===== config.mk =====
export PLATFORM = sky130hd
export DESIGN_NAME = io_port_block
export DESIGN_NICKNAME = d
export VERILOG_FILES = /design/src/design/io_port_pkg.sv /design/src/design/io_port_block.sv
export SDC_FILE = /design/constraint.sdc
export NUM_CORES = 1
export LEC_CHECK = 0
export BUFFER_PORTS_ARGS = -buffer_cell sky130_fd_sc_hd__buf_2
export CAP_MARGIN = 20
export CORE_MARGIN = 5
export CORE_UTILIZATION = 25
export DETAILED_ROUTE_END_ITERATION = 7
export PLACE_DENSITY_LB_ADDON = 0.08
export SETUP_SLACK_MARGIN = 0.5
export SLEW_MARGIN = 30
export SYNTH_ARGS = -nofsm -noshare
export SYNTH_HDL_FRONTEND = slang
export SYNTH_SLANG_ARGS = --single-unit
export TNS_END_PERCENT = 10

===== constraint.sdc =====
create_clock -name ref_clk_i -period 2.5 [get_ports ref_clk_i]
set_clock_uncertainty 0.05 [all_clocks]
set_input_delay 0.625 -clock ref_clk_i [delete_from_list [all_inputs] [get_ports ref_clk_i]]
set_output_delay 0.625 -clock ref_clk_i [all_outputs]
set_load 0.1 [all_outputs]

===== src/design/io_port_pkg.sv =====
package io_port_pkg;
	localparam int NUM_PORTS = 4;
	localparam int NUM_PINS = 27;
	localparam int IMC_PINS = 24;
	localparam int HOST_ADDR_W = 16;
	// implemented bits per port, three-pin port masked down
	localparam logic [3:0][7:0] PORT_MASK = {8'h07, 8'hff, 8'hff, 8'hff};
	// offsets from the io page base, ordered {d, c, b, a}
	localparam logic [3:0][7:0] OFS_DIN = {8'h11, 8'h10, 8'h01, 8'h00};
	localparam logic [3:0][7:0] OFS_CTL = {8'hff, 8'hff, 8'h03, 8'h02};
	localparam logic [3:0][7:0] OFS_DOUT = {8'h13, 8'h12, 8'h05, 8'h04};
	localparam logic [3:0][7:0] OFS_DIR = {8'h15, 8'h14, 8'h07, 8'h06};
	localparam logic [3:0][7:0] OFS_IMC = {8'hff, 8'h1a, 8'h0b, 8'h0a};
	localparam logic [3:0][7:0] OFS_OMC = {8'h21, 8'h20, 8'h0d, 8'h0c};
	localparam logic [7:0] CTL_PORTS = 8'h02;
	localparam logic [7:0] DOUT_RST = 8'h00;
	localparam logic [7:0] DIR_RST = 8'h00;
	localparam logic [7:0] CTL_RST = 8'h00;
	localparam logic [7:0] UNMAPPED_READ = 8'h00;

	typedef enum logic [1:0] {SRC_DOUT, SRC_ADDR, SRC_MACRO, SRC_ECS} out_src_e;
	typedef enum logic [1:0] {IMC_DIRECT, IMC_LATCH, IMC_REG} imc_mode_e;

	// stored per-pin configuration
	typedef struct packed {
		logic la_out;
		logic has_oe;
		out_src_e src;
		imc_mode_e imc_mode;
		logic imc_clk_pt;
	} pin_cfg_s;

	// host bus pins as seen at the device
	typedef struct packed {
		logic sel;
		logic wr_n;
		logic rd_n;
		logic ale;
		logic [HOST_ADDR_W-1:0] addr;
		logic [7:0] data;
	} host_bus_s;
endpackage


===== src/design/io_port_block.sv =====
`timescale 1ns/10ps
module io_port_block
	import io_port_pkg::*;
#(
	parameter int PIN_COUNT = NUM_PINS
) (
	input wire logic ref_clk_i,
	input wire logic resetn_i,
	input wire host_bus_s bus_i,
	input wire logic data_port_i,
	input wire pin_cfg_s [NUM_PINS-1:0] pin_cfg_i,
	input wire logic [NUM_PINS-1:0] pin_in_i,
	input wire logic [NUM_PINS-1:0] pt_oe_i,
	input wire logic [NUM_PINS-1:0] macro_i,
	input wire logic [2:0] ecs_i,
	input wire logic [5:0] imc_pt_i,
	output logic [NUM_PINS-1:0] pin_out_o,
	output logic [NUM_PINS-1:0] pin_oe_n_o,
	output logic [7:0] rdata_o,
	output logic rdata_oe_n_o,
	output logic [IMC_PINS-1:0] imc_out_o
);

	// the pin map below is fixed at 8+8+8+3
	if (PIN_COUNT != NUM_PINS) begin : g_bad_pins
		$error("io_port_block supports exactly 27 pins");
	end

	// every pin needs a port, and the last port must hold at least one pin
	if (NUM_PORTS * 8 < NUM_PINS || NUM_PINS <= (NUM_PORTS - 1) * 8) begin : g_bad_ports
		$error("io_port_block pins do not fill four ports");
	end

	// input macrocells sit on whole eight-pin ports only
	if (IMC_PINS % 8 != 0 || IMC_PINS >= NUM_PINS) begin : g_bad_imc
		$error("io_port_block macrocell count does not match the ports");
	end

	// one clock term per nibble; the term input is six bits wide
	if (IMC_PINS / 4 != 6) begin : g_bad_terms
		$error("io_port_block needs one clock term per nibble");
	end

	// control registers exist on the leading ports only
	if (int'(CTL_PORTS) > NUM_PORTS) begin : g_bad_ctl
		$error("io_port_block has more control ports than ports");
	end

	// address-out takes eight latched bits, offsets take the low byte
	if (HOST_ADDR_W < 8) begin : g_bad_addr
		$error("io_port_block needs at least eight address bits");
	end

	// two-flop synchronisers for every pin-level input; the third stage on the bus
	// and port a lets the write edge see address and data from the same sample
	// no reset here: reset is held long enough to flush every stage
	host_bus_s bus_s1, bus_s2, bus_d;
	logic [NUM_PINS-1:0] pin_s1, pin_s2;
	logic [7:0] pa_d;

	always_ff @(posedge ref_clk_i) begin
		bus_s1 <= bus_i;
		bus_s2 <= bus_s1;
		bus_d <= bus_s2;
		pin_s1 <= pin_in_i;
		pin_s2 <= pin_s1;
		pa_d <= pin_s2[7:0];
	end

	// write completes on the rising edge of the write strobe
	// select is taken from the older stage, so it may drop together with the strobe
	logic wr_end;
	logic [7:0] wdata;
	logic [7:0] waddr;
	logic rd_act;

	assign wr_end = bus_s2.wr_n & ~bus_d.wr_n & bus_d.sel;
	// the offset is the low address byte only; the high address bits are not decoded for writes
	assign waddr = bus_d.addr[7:0];
	// in data port mode the first port carries the host data bus
	// port a comes through its own synchroniser, aligned with the delayed bus stage
	assign wdata = data_port_i ? pa_d : bus_d.data;
	assign rd_act = ~bus_s2.rd_n & bus_s2.sel;

	// host-visible port registers
	logic [7:0] dout_reg [NUM_PORTS];
	logic [7:0] dir_reg [NUM_PORTS];
	logic [7:0] ctl_reg [NUM_PORTS];
	logic [7:0] dout_next [NUM_PORTS];
	logic [7:0] dir_next [NUM_PORTS];
	logic [7:0] ctl_next [NUM_PORTS];

	// register writes; each port has its own slot at a fixed offset
	always_comb begin
		for (int p = 0; p < NUM_PORTS; p++) begin
			dout_next[p] = dout_reg[p];
			dir_next[p] = dir_reg[p];
			ctl_next[p] = ctl_reg[p];
			if (wr_end) begin
				if (waddr == OFS_DOUT[p]) begin
					dout_next[p] = wdata & PORT_MASK[p];
				end
				if (waddr == OFS_DIR[p]) begin
					dir_next[p] = wdata & PORT_MASK[p];
				end
				// only the first two ports own a control register
				if (waddr == OFS_CTL[p] && p < int'(CTL_PORTS)) begin
					ctl_next[p] = wdata;
				end
			end
		end
	end

	// registers reset to zero: direction bits clear, so only array outputs and enable terms drive in host I/O mode
	always_ff @(posedge ref_clk_i) begin
		for (int p = 0; p < NUM_PORTS; p++) begin
			if (!resetn_i) begin
				dout_reg[p] <= DOUT_RST;
				dir_reg[p] <= DIR_RST;
				ctl_reg[p] <= CTL_RST;
			end else begin
				dout_reg[p] <= dout_next[p];
				dir_reg[p] <= dir_next[p];
				ctl_reg[p] <= ctl_next[p];
			end
		end
	end

	// address latch follows the host address while the strobe is high
	// both address-out ports show bits seven to zero of this latch
	logic [HOST_ADDR_W-1:0] lat_reg, lat_next;

	always_comb begin
		lat_next = lat_reg;
		if (bus_s2.ale) begin
			lat_next = bus_s2.addr;
		end
	end

	// latch starts at zero so address-out pins come up low
	always_ff @(posedge ref_clk_i) begin
		if (!resetn_i) begin
			lat_reg <= '0;
		end else begin
			lat_reg <= lat_next;
		end
	end

	// input macrocells, first three ports only
	logic [IMC_PINS-1:0] imc_reg, imc_next;
	logic [IMC_PINS-1:0] imc_en_reg, imc_en_next;
	wire [NUM_PINS-1:0] out_next;
	wire [NUM_PINS-1:0] oe_n_next;

	// readback mux; offsets are unique, so exactly one source reaches the bus
	// unmapped offsets and the missing control and macrocell slots read as zero
	logic [7:0] rd_next;
	logic [7:0] ofs;
	logic [7:0] din_p [NUM_PORTS];
	logic [7:0] imc_p [NUM_PORTS];
	logic [7:0] omc_p [NUM_PORTS];

	// gather pins into port bytes; the short port and absent macrocells read zero
	always_comb begin
		for (int p = 0; p < NUM_PORTS; p++) begin
			din_p[p] = 8'h00;
			imc_p[p] = 8'h00;
			omc_p[p] = 8'h00;
			for (int b = 0; b < 8; b++) begin
				if (p * 8 + b < NUM_PINS) begin
					din_p[p][b] = pin_s2[p*8+b];
					omc_p[p][b] = macro_i[p*8+b];
				end
				if (p * 8 + b < IMC_PINS) begin
					imc_p[p][b] = imc_reg[p*8+b];
				end
			end
		end
	end

	always_comb begin
		ofs = bus_s2.addr[7:0];
		rd_next = UNMAPPED_READ;
		for (int p = NUM_PORTS - 1; p >= 0; p--) begin
			if (ofs == OFS_DIN[p]) begin
				rd_next = din_p[p];
			end else if (ofs == OFS_DOUT[p]) begin
				rd_next = dout_reg[p];
			end else if (ofs == OFS_DIR[p]) begin
				rd_next = dir_reg[p];
			end else if (ofs == OFS_CTL[p] && p < int'(CTL_PORTS)) begin
				rd_next = ctl_reg[p];
			end else if (ofs == OFS_IMC[p] && p < NUM_PORTS - 1) begin
				rd_next = imc_p[p];
			end else if (ofs == OFS_OMC[p]) begin
				rd_next = omc_p[p];
			end
		end
	end

	// per-pin output mux, driver enable and input macrocell
	for (genvar i = 0; i < NUM_PINS; i++) begin : g_pin
		localparam int P = i / 8;
		localparam int B = i % 8;
		logic addr_bit;
		logic ctl_bit;
		logic mux;
		logic drive;

		assign addr_bit = lat_reg[B];
		assign ctl_bit = (P < int'(CTL_PORTS)) ? ctl_reg[P][B] : 1'b0;

		// control bit forces address-out, otherwise stored source applies
		// ports c and d have no control bit, so their selection is fixed
		always_comb begin
			if (ctl_bit) begin
				mux = addr_bit;
			end else begin
				case (pin_cfg_i[i].src)
					SRC_DOUT: mux = dout_reg[P][B];
					SRC_ADDR: mux = addr_bit;
					SRC_MACRO: mux = macro_i[i];
					SRC_ECS: mux = ecs_i[i%3];
					default: mux = dout_reg[P][B];
				endcase
			end
		end

		// array outputs with no enable equation are driven from reset on, except on port a in data port mode
		// an enable term only ever adds to the direction bit, never masks it
		always_comb begin
			if (pin_cfg_i[i].has_oe) begin
				drive = pt_oe_i[i] | dir_reg[P][B];
			end else if (pin_cfg_i[i].la_out) begin
				drive = 1'b1;
			end else begin
				drive = dir_reg[P][B];
			end
		end

		if (P == 0) begin : g_dp
			// data port mode overrides general I/O on the first port
			assign out_next[i] = data_port_i ? rd_next[B] : mux;
			assign oe_n_next[i] = data_port_i ? ~rd_act : ~drive;
		end else begin : g_io
			assign out_next[i] = mux;
			assign oe_n_next[i] = ~drive;
		end

		if (i < IMC_PINS) begin : g_imc
			logic en;
			// one product term clocks each nibble, else the address strobe
			// register mode needs the previous enable; it resets low, so an enable already high at reset release counts as an edge
			assign en = pin_cfg_i[i].imc_clk_pt ? imc_pt_i[i/4] : bus_s2.ale;
			assign imc_en_next[i] = en;
			always_comb begin
				case (pin_cfg_i[i].imc_mode)
					IMC_DIRECT: imc_next[i] = pin_s2[i];
					IMC_LATCH: imc_next[i] = en ? pin_s2[i] : imc_reg[i];
					IMC_REG: imc_next[i] = (en & ~imc_en_reg[i]) ? pin_s2[i] : imc_reg[i];
					default: imc_next[i] = pin_s2[i];
				endcase
			end
		end
	end

	// high address bits latched in macrocells reach the logic array here
	always_ff @(posedge ref_clk_i) begin
		if (!resetn_i) begin
			imc_reg <= '0;
			imc_en_reg <= '0;
		end else begin
			imc_reg <= imc_next;
			imc_en_reg <= imc_en_next;
		end
	end

	// the read data bus is driven only for a page read outside data port mode
	logic rdata_oe_n_next;

	always_comb begin
		rdata_oe_n_next = ~(rd_act & ~data_port_i);
	end

	// outputs leave from flops; one cycle behind the mux, well inside bus timing
	// the extra cycle costs nothing: the strobes are slow next to this clock
	always_ff @(posedge ref_clk_i) begin
		if (!resetn_i) begin
			pin_out_o <= '0;
			pin_oe_n_o <= '1; // all pins float during reset
			rdata_o <= 8'h00;
			rdata_oe_n_o <= 1'b1;
			imc_out_o <= '0;
		end else begin
			pin_out_o <= out_next;
			pin_oe_n_o <= oe_n_next;
			rdata_o <= rd_next;
			rdata_oe_n_o <= rdata_oe_n_next;
			imc_out_o <= imc_next;
		end
	end

endmodule


==> results.cfg <==
[clock_network]
cts_tree = yes
clk-insertion-delay-late_ps = 540
cts_max_level = 2
cts-root-buf = clkbuf_16
cts_made_buffers = 40
cts.sinks = 309
clock_path_buffers = 3
clkSlewWorstSetupHoldPaths_ps = 60

[hold_path]
min_path_type = in -> reg
whs_path_depth = 1

[sta]
timing.final.ws_setup_ps = 121.6
min_period_over_period_pct = 95.14
fmax_mhz = 420.4
relSlewSlack_pct = 59.91
rsz0062_at_grt = true
setup_violations = 0
drv_slew = 0
fin_crit_ps = 2378
holdWs_ps = 128.1
worstMarginPinSlew_ps = 601.4
hold_viol = 0

[routing]
wl_per_cell_um = 21.49
ant_nets = 0
drcViolationCount = 0
drt_iter0_drc = 705
via_per_inst = 4.794
drt-total-wl_um = 54640
num_vias = 12190
first_pass_iters = 5

[worst_setup_path]
critPathMaxFanout = 8
slowest_stage = a222oi_1
crit_path_start = bus_s2[11]
reg2reg_to = rdata_o[5]
crit_chain = buf_12, nor4b_4, buf_4, buf_6, and2_4, buf_6, buf_4, a222oi_1, nand2_1, a21o_1, a32o_1
end_kind = register
crit_required_ps = 2880
critPathLaunchType = register
max_stage_delay_ps = 370
ff2ff_setup_slack_ps = 120
crit_end = rdata_o[5]
cp.arrival_ps = 2760
r2r_start = bus_s2[11]
critPathKind = reg -> reg
reg2regPathDepth = 11

[final_layout]
layout_common_cells = buf_2, dfxtp_1, nor2_1
nNetsFinal = 2145
area_growth_pct = 44.93
drive_gt1_share_pct = 40.10
fin_util_pct = 36.55
fill_cells = 5164
final_common_cell = buf_2
multi_input_area_sq_um = 6401
regArea_sq_um = 6207

[floorplan]
num_io_pins = 397
start_util_pct = 25.22
core_area_sq_um = 49970
die_x_um = 234.5
die-area_sq_um = 54990
num_rows = 82
die_h_um = 234.5

[power]
leakage_nw = 7.772
peakVddDrop_mv = 0.5110
total_power_w = 0.01303
powerDensity_nw_per_um2 = 713.7

[logic_synthesis]
async_flop_share_pct = 0
synth_warnings = 0
syn-num-nets = 1631
syn_inst = 1321
synth-seq-area-share_pct = 49.10
synth-seq-cells = 309
synth_ff_type = dfxtp_1
ys_types = 75
avgSynthCellArea_sq_um = 9.538
synth-edff-count = 0
syn_area_sq_um = 12600

[placement]
pre_cts_ws_ps = -589.0
portBuffers = 379
place_congestion = 0.8916
post-dp-hpwl_um = 42420

[run]
maxCapViolCount = 0

[grt]
grt_pass1_wl_um = 77280
overflow = 0
grt_pass1_vias = 12050
grtUsageTotal_pct = 19.11
grt_max_degree = 72
antenna_found_initial = 17

[run_status]
status = finished clean
-- stage by stage --
| stage | setup TNS (ps) | area (sq um) | instances |
|---|---|---|---|
| after floorplan | 0 | 12610 | 1321 |
| after global placement | -4042 | 16150 | 2433 |
| after detailed placement | -3431 | 16150 | 2433 |
| after CTS | 0 | 17990 | 2528 |
| after global routing | 0 | 18250 | 2540 |
| final | 0 | 18260 | 2543 |
-- final cells by class --
type	instances	share of cell area [%]
Timing Repair Buffer	545	18.36
Multi-Input combinational cell	908	35.06
Tap cell	672	4.605
Sequential cell	309	33.99
Clock buffer	57	6.551
Clock inverter	13	0.6784
Inverter	31	0.6510
Antenna cell	8	0.1096
-- report_power, final --
group	switching [W]	leakage, nW	internal [W]
sequential	0.000174	2.56	0.00516
clock	0.00219	0.654	0.00352
combinational	0.00133	4.55	0.000656
-- synth_stat cells (9+ instances only) --
library cell / number / share of area [%]
nand2b_1: 30 / 1.5
nand2_1: 46 / 1.4
o22ai_1: 10 / 0.50
a2111oi_0: 9 / 0.63
clkbuf_1: 51 / 1.5
nand4_1: 14 / 0.70
o21ai_0: 88 / 3.5
nand3b_1: 26 / 1.5
dfxtp_1: 309 / 49
and2_1: 20 / 0.99
a21oi_1: 78 / 3.1
o31ai_1: 11 / 0.66
nor3_1: 11 / 0.44
inv_1: 30 / 0.89
mux2i_1: 50 / 4.0
a211oi_1: 59 / 3.5
o311ai_0: 22 / 1.5
nor2_1: 180 / 5.4
and3_1: 10 / 0.50
mux4_2: 11 / 2.0
o311a_1: 20 / 1.6
mux2_2: 38 / 3.4
nand3_1: 33 / 1.3
nor2b_1: 31 / 1.5
buf_2: 9 / 0.36
-- cells by family (layout without fill, tap and decap cells) --
logic type / after synthesis / count (layout) / synth area share (%)
AOI/OAI and AO/OA: 374 / 374 / 20.12
buffers and inverters: 104 / 646 / 3.396
DFF: 309 / 309 / 49.10
muxes: 99 / 99 / 9.335
other: 0 / 8 / 0
and+or+nand+nor: 435 / 435 / 18.05
-- how the worst min path moves through the flow --
stage	from	end	slack, ps
4_1_cts	pin_in_i[6]	pin_s1[6]	90
2_1_floorplan	bus_s2[0]	bus_d[0]	260
3_5_place_dp	pin_s1[25]	pin_s2[25]	260
5_1_grt	bus_i[8]	bus_s1[8]	110
6_report	bus_i[8]	bus_s1[8]	130
3_3_place_gp	pin_s1[2]	pin_s2[2]	260
-- worst max-delay path: cells and delay by family (launching register included) --
kind | cells | cell delay [ps]
AO/OA/AOI/OAI | 3 | 810
buffers and inverters | 5 | 680
AND/OR/NAND/NOR | 3 | 390
flip-flops | 1 | 330
-- routing by layer --
layer,vias up,track usage [%],part of all wire (%)
met5,-,0,0.22
met4,18,7.097,3.6
met3,104,4.390,6.5
met2,380,32.23,48
met1,5775,23.92,42
li1,5913,-,-
-- what timing repair did --
item / CTS / global route
resized for setup: 77 / 41
hold buffers: 0 / 0
endpoints found under the setup margin: 75 / 105
pin swaps: 30 / 27
setup buffers: 25 / 7
Note: power is estimated with default switching activity, not from simulation.
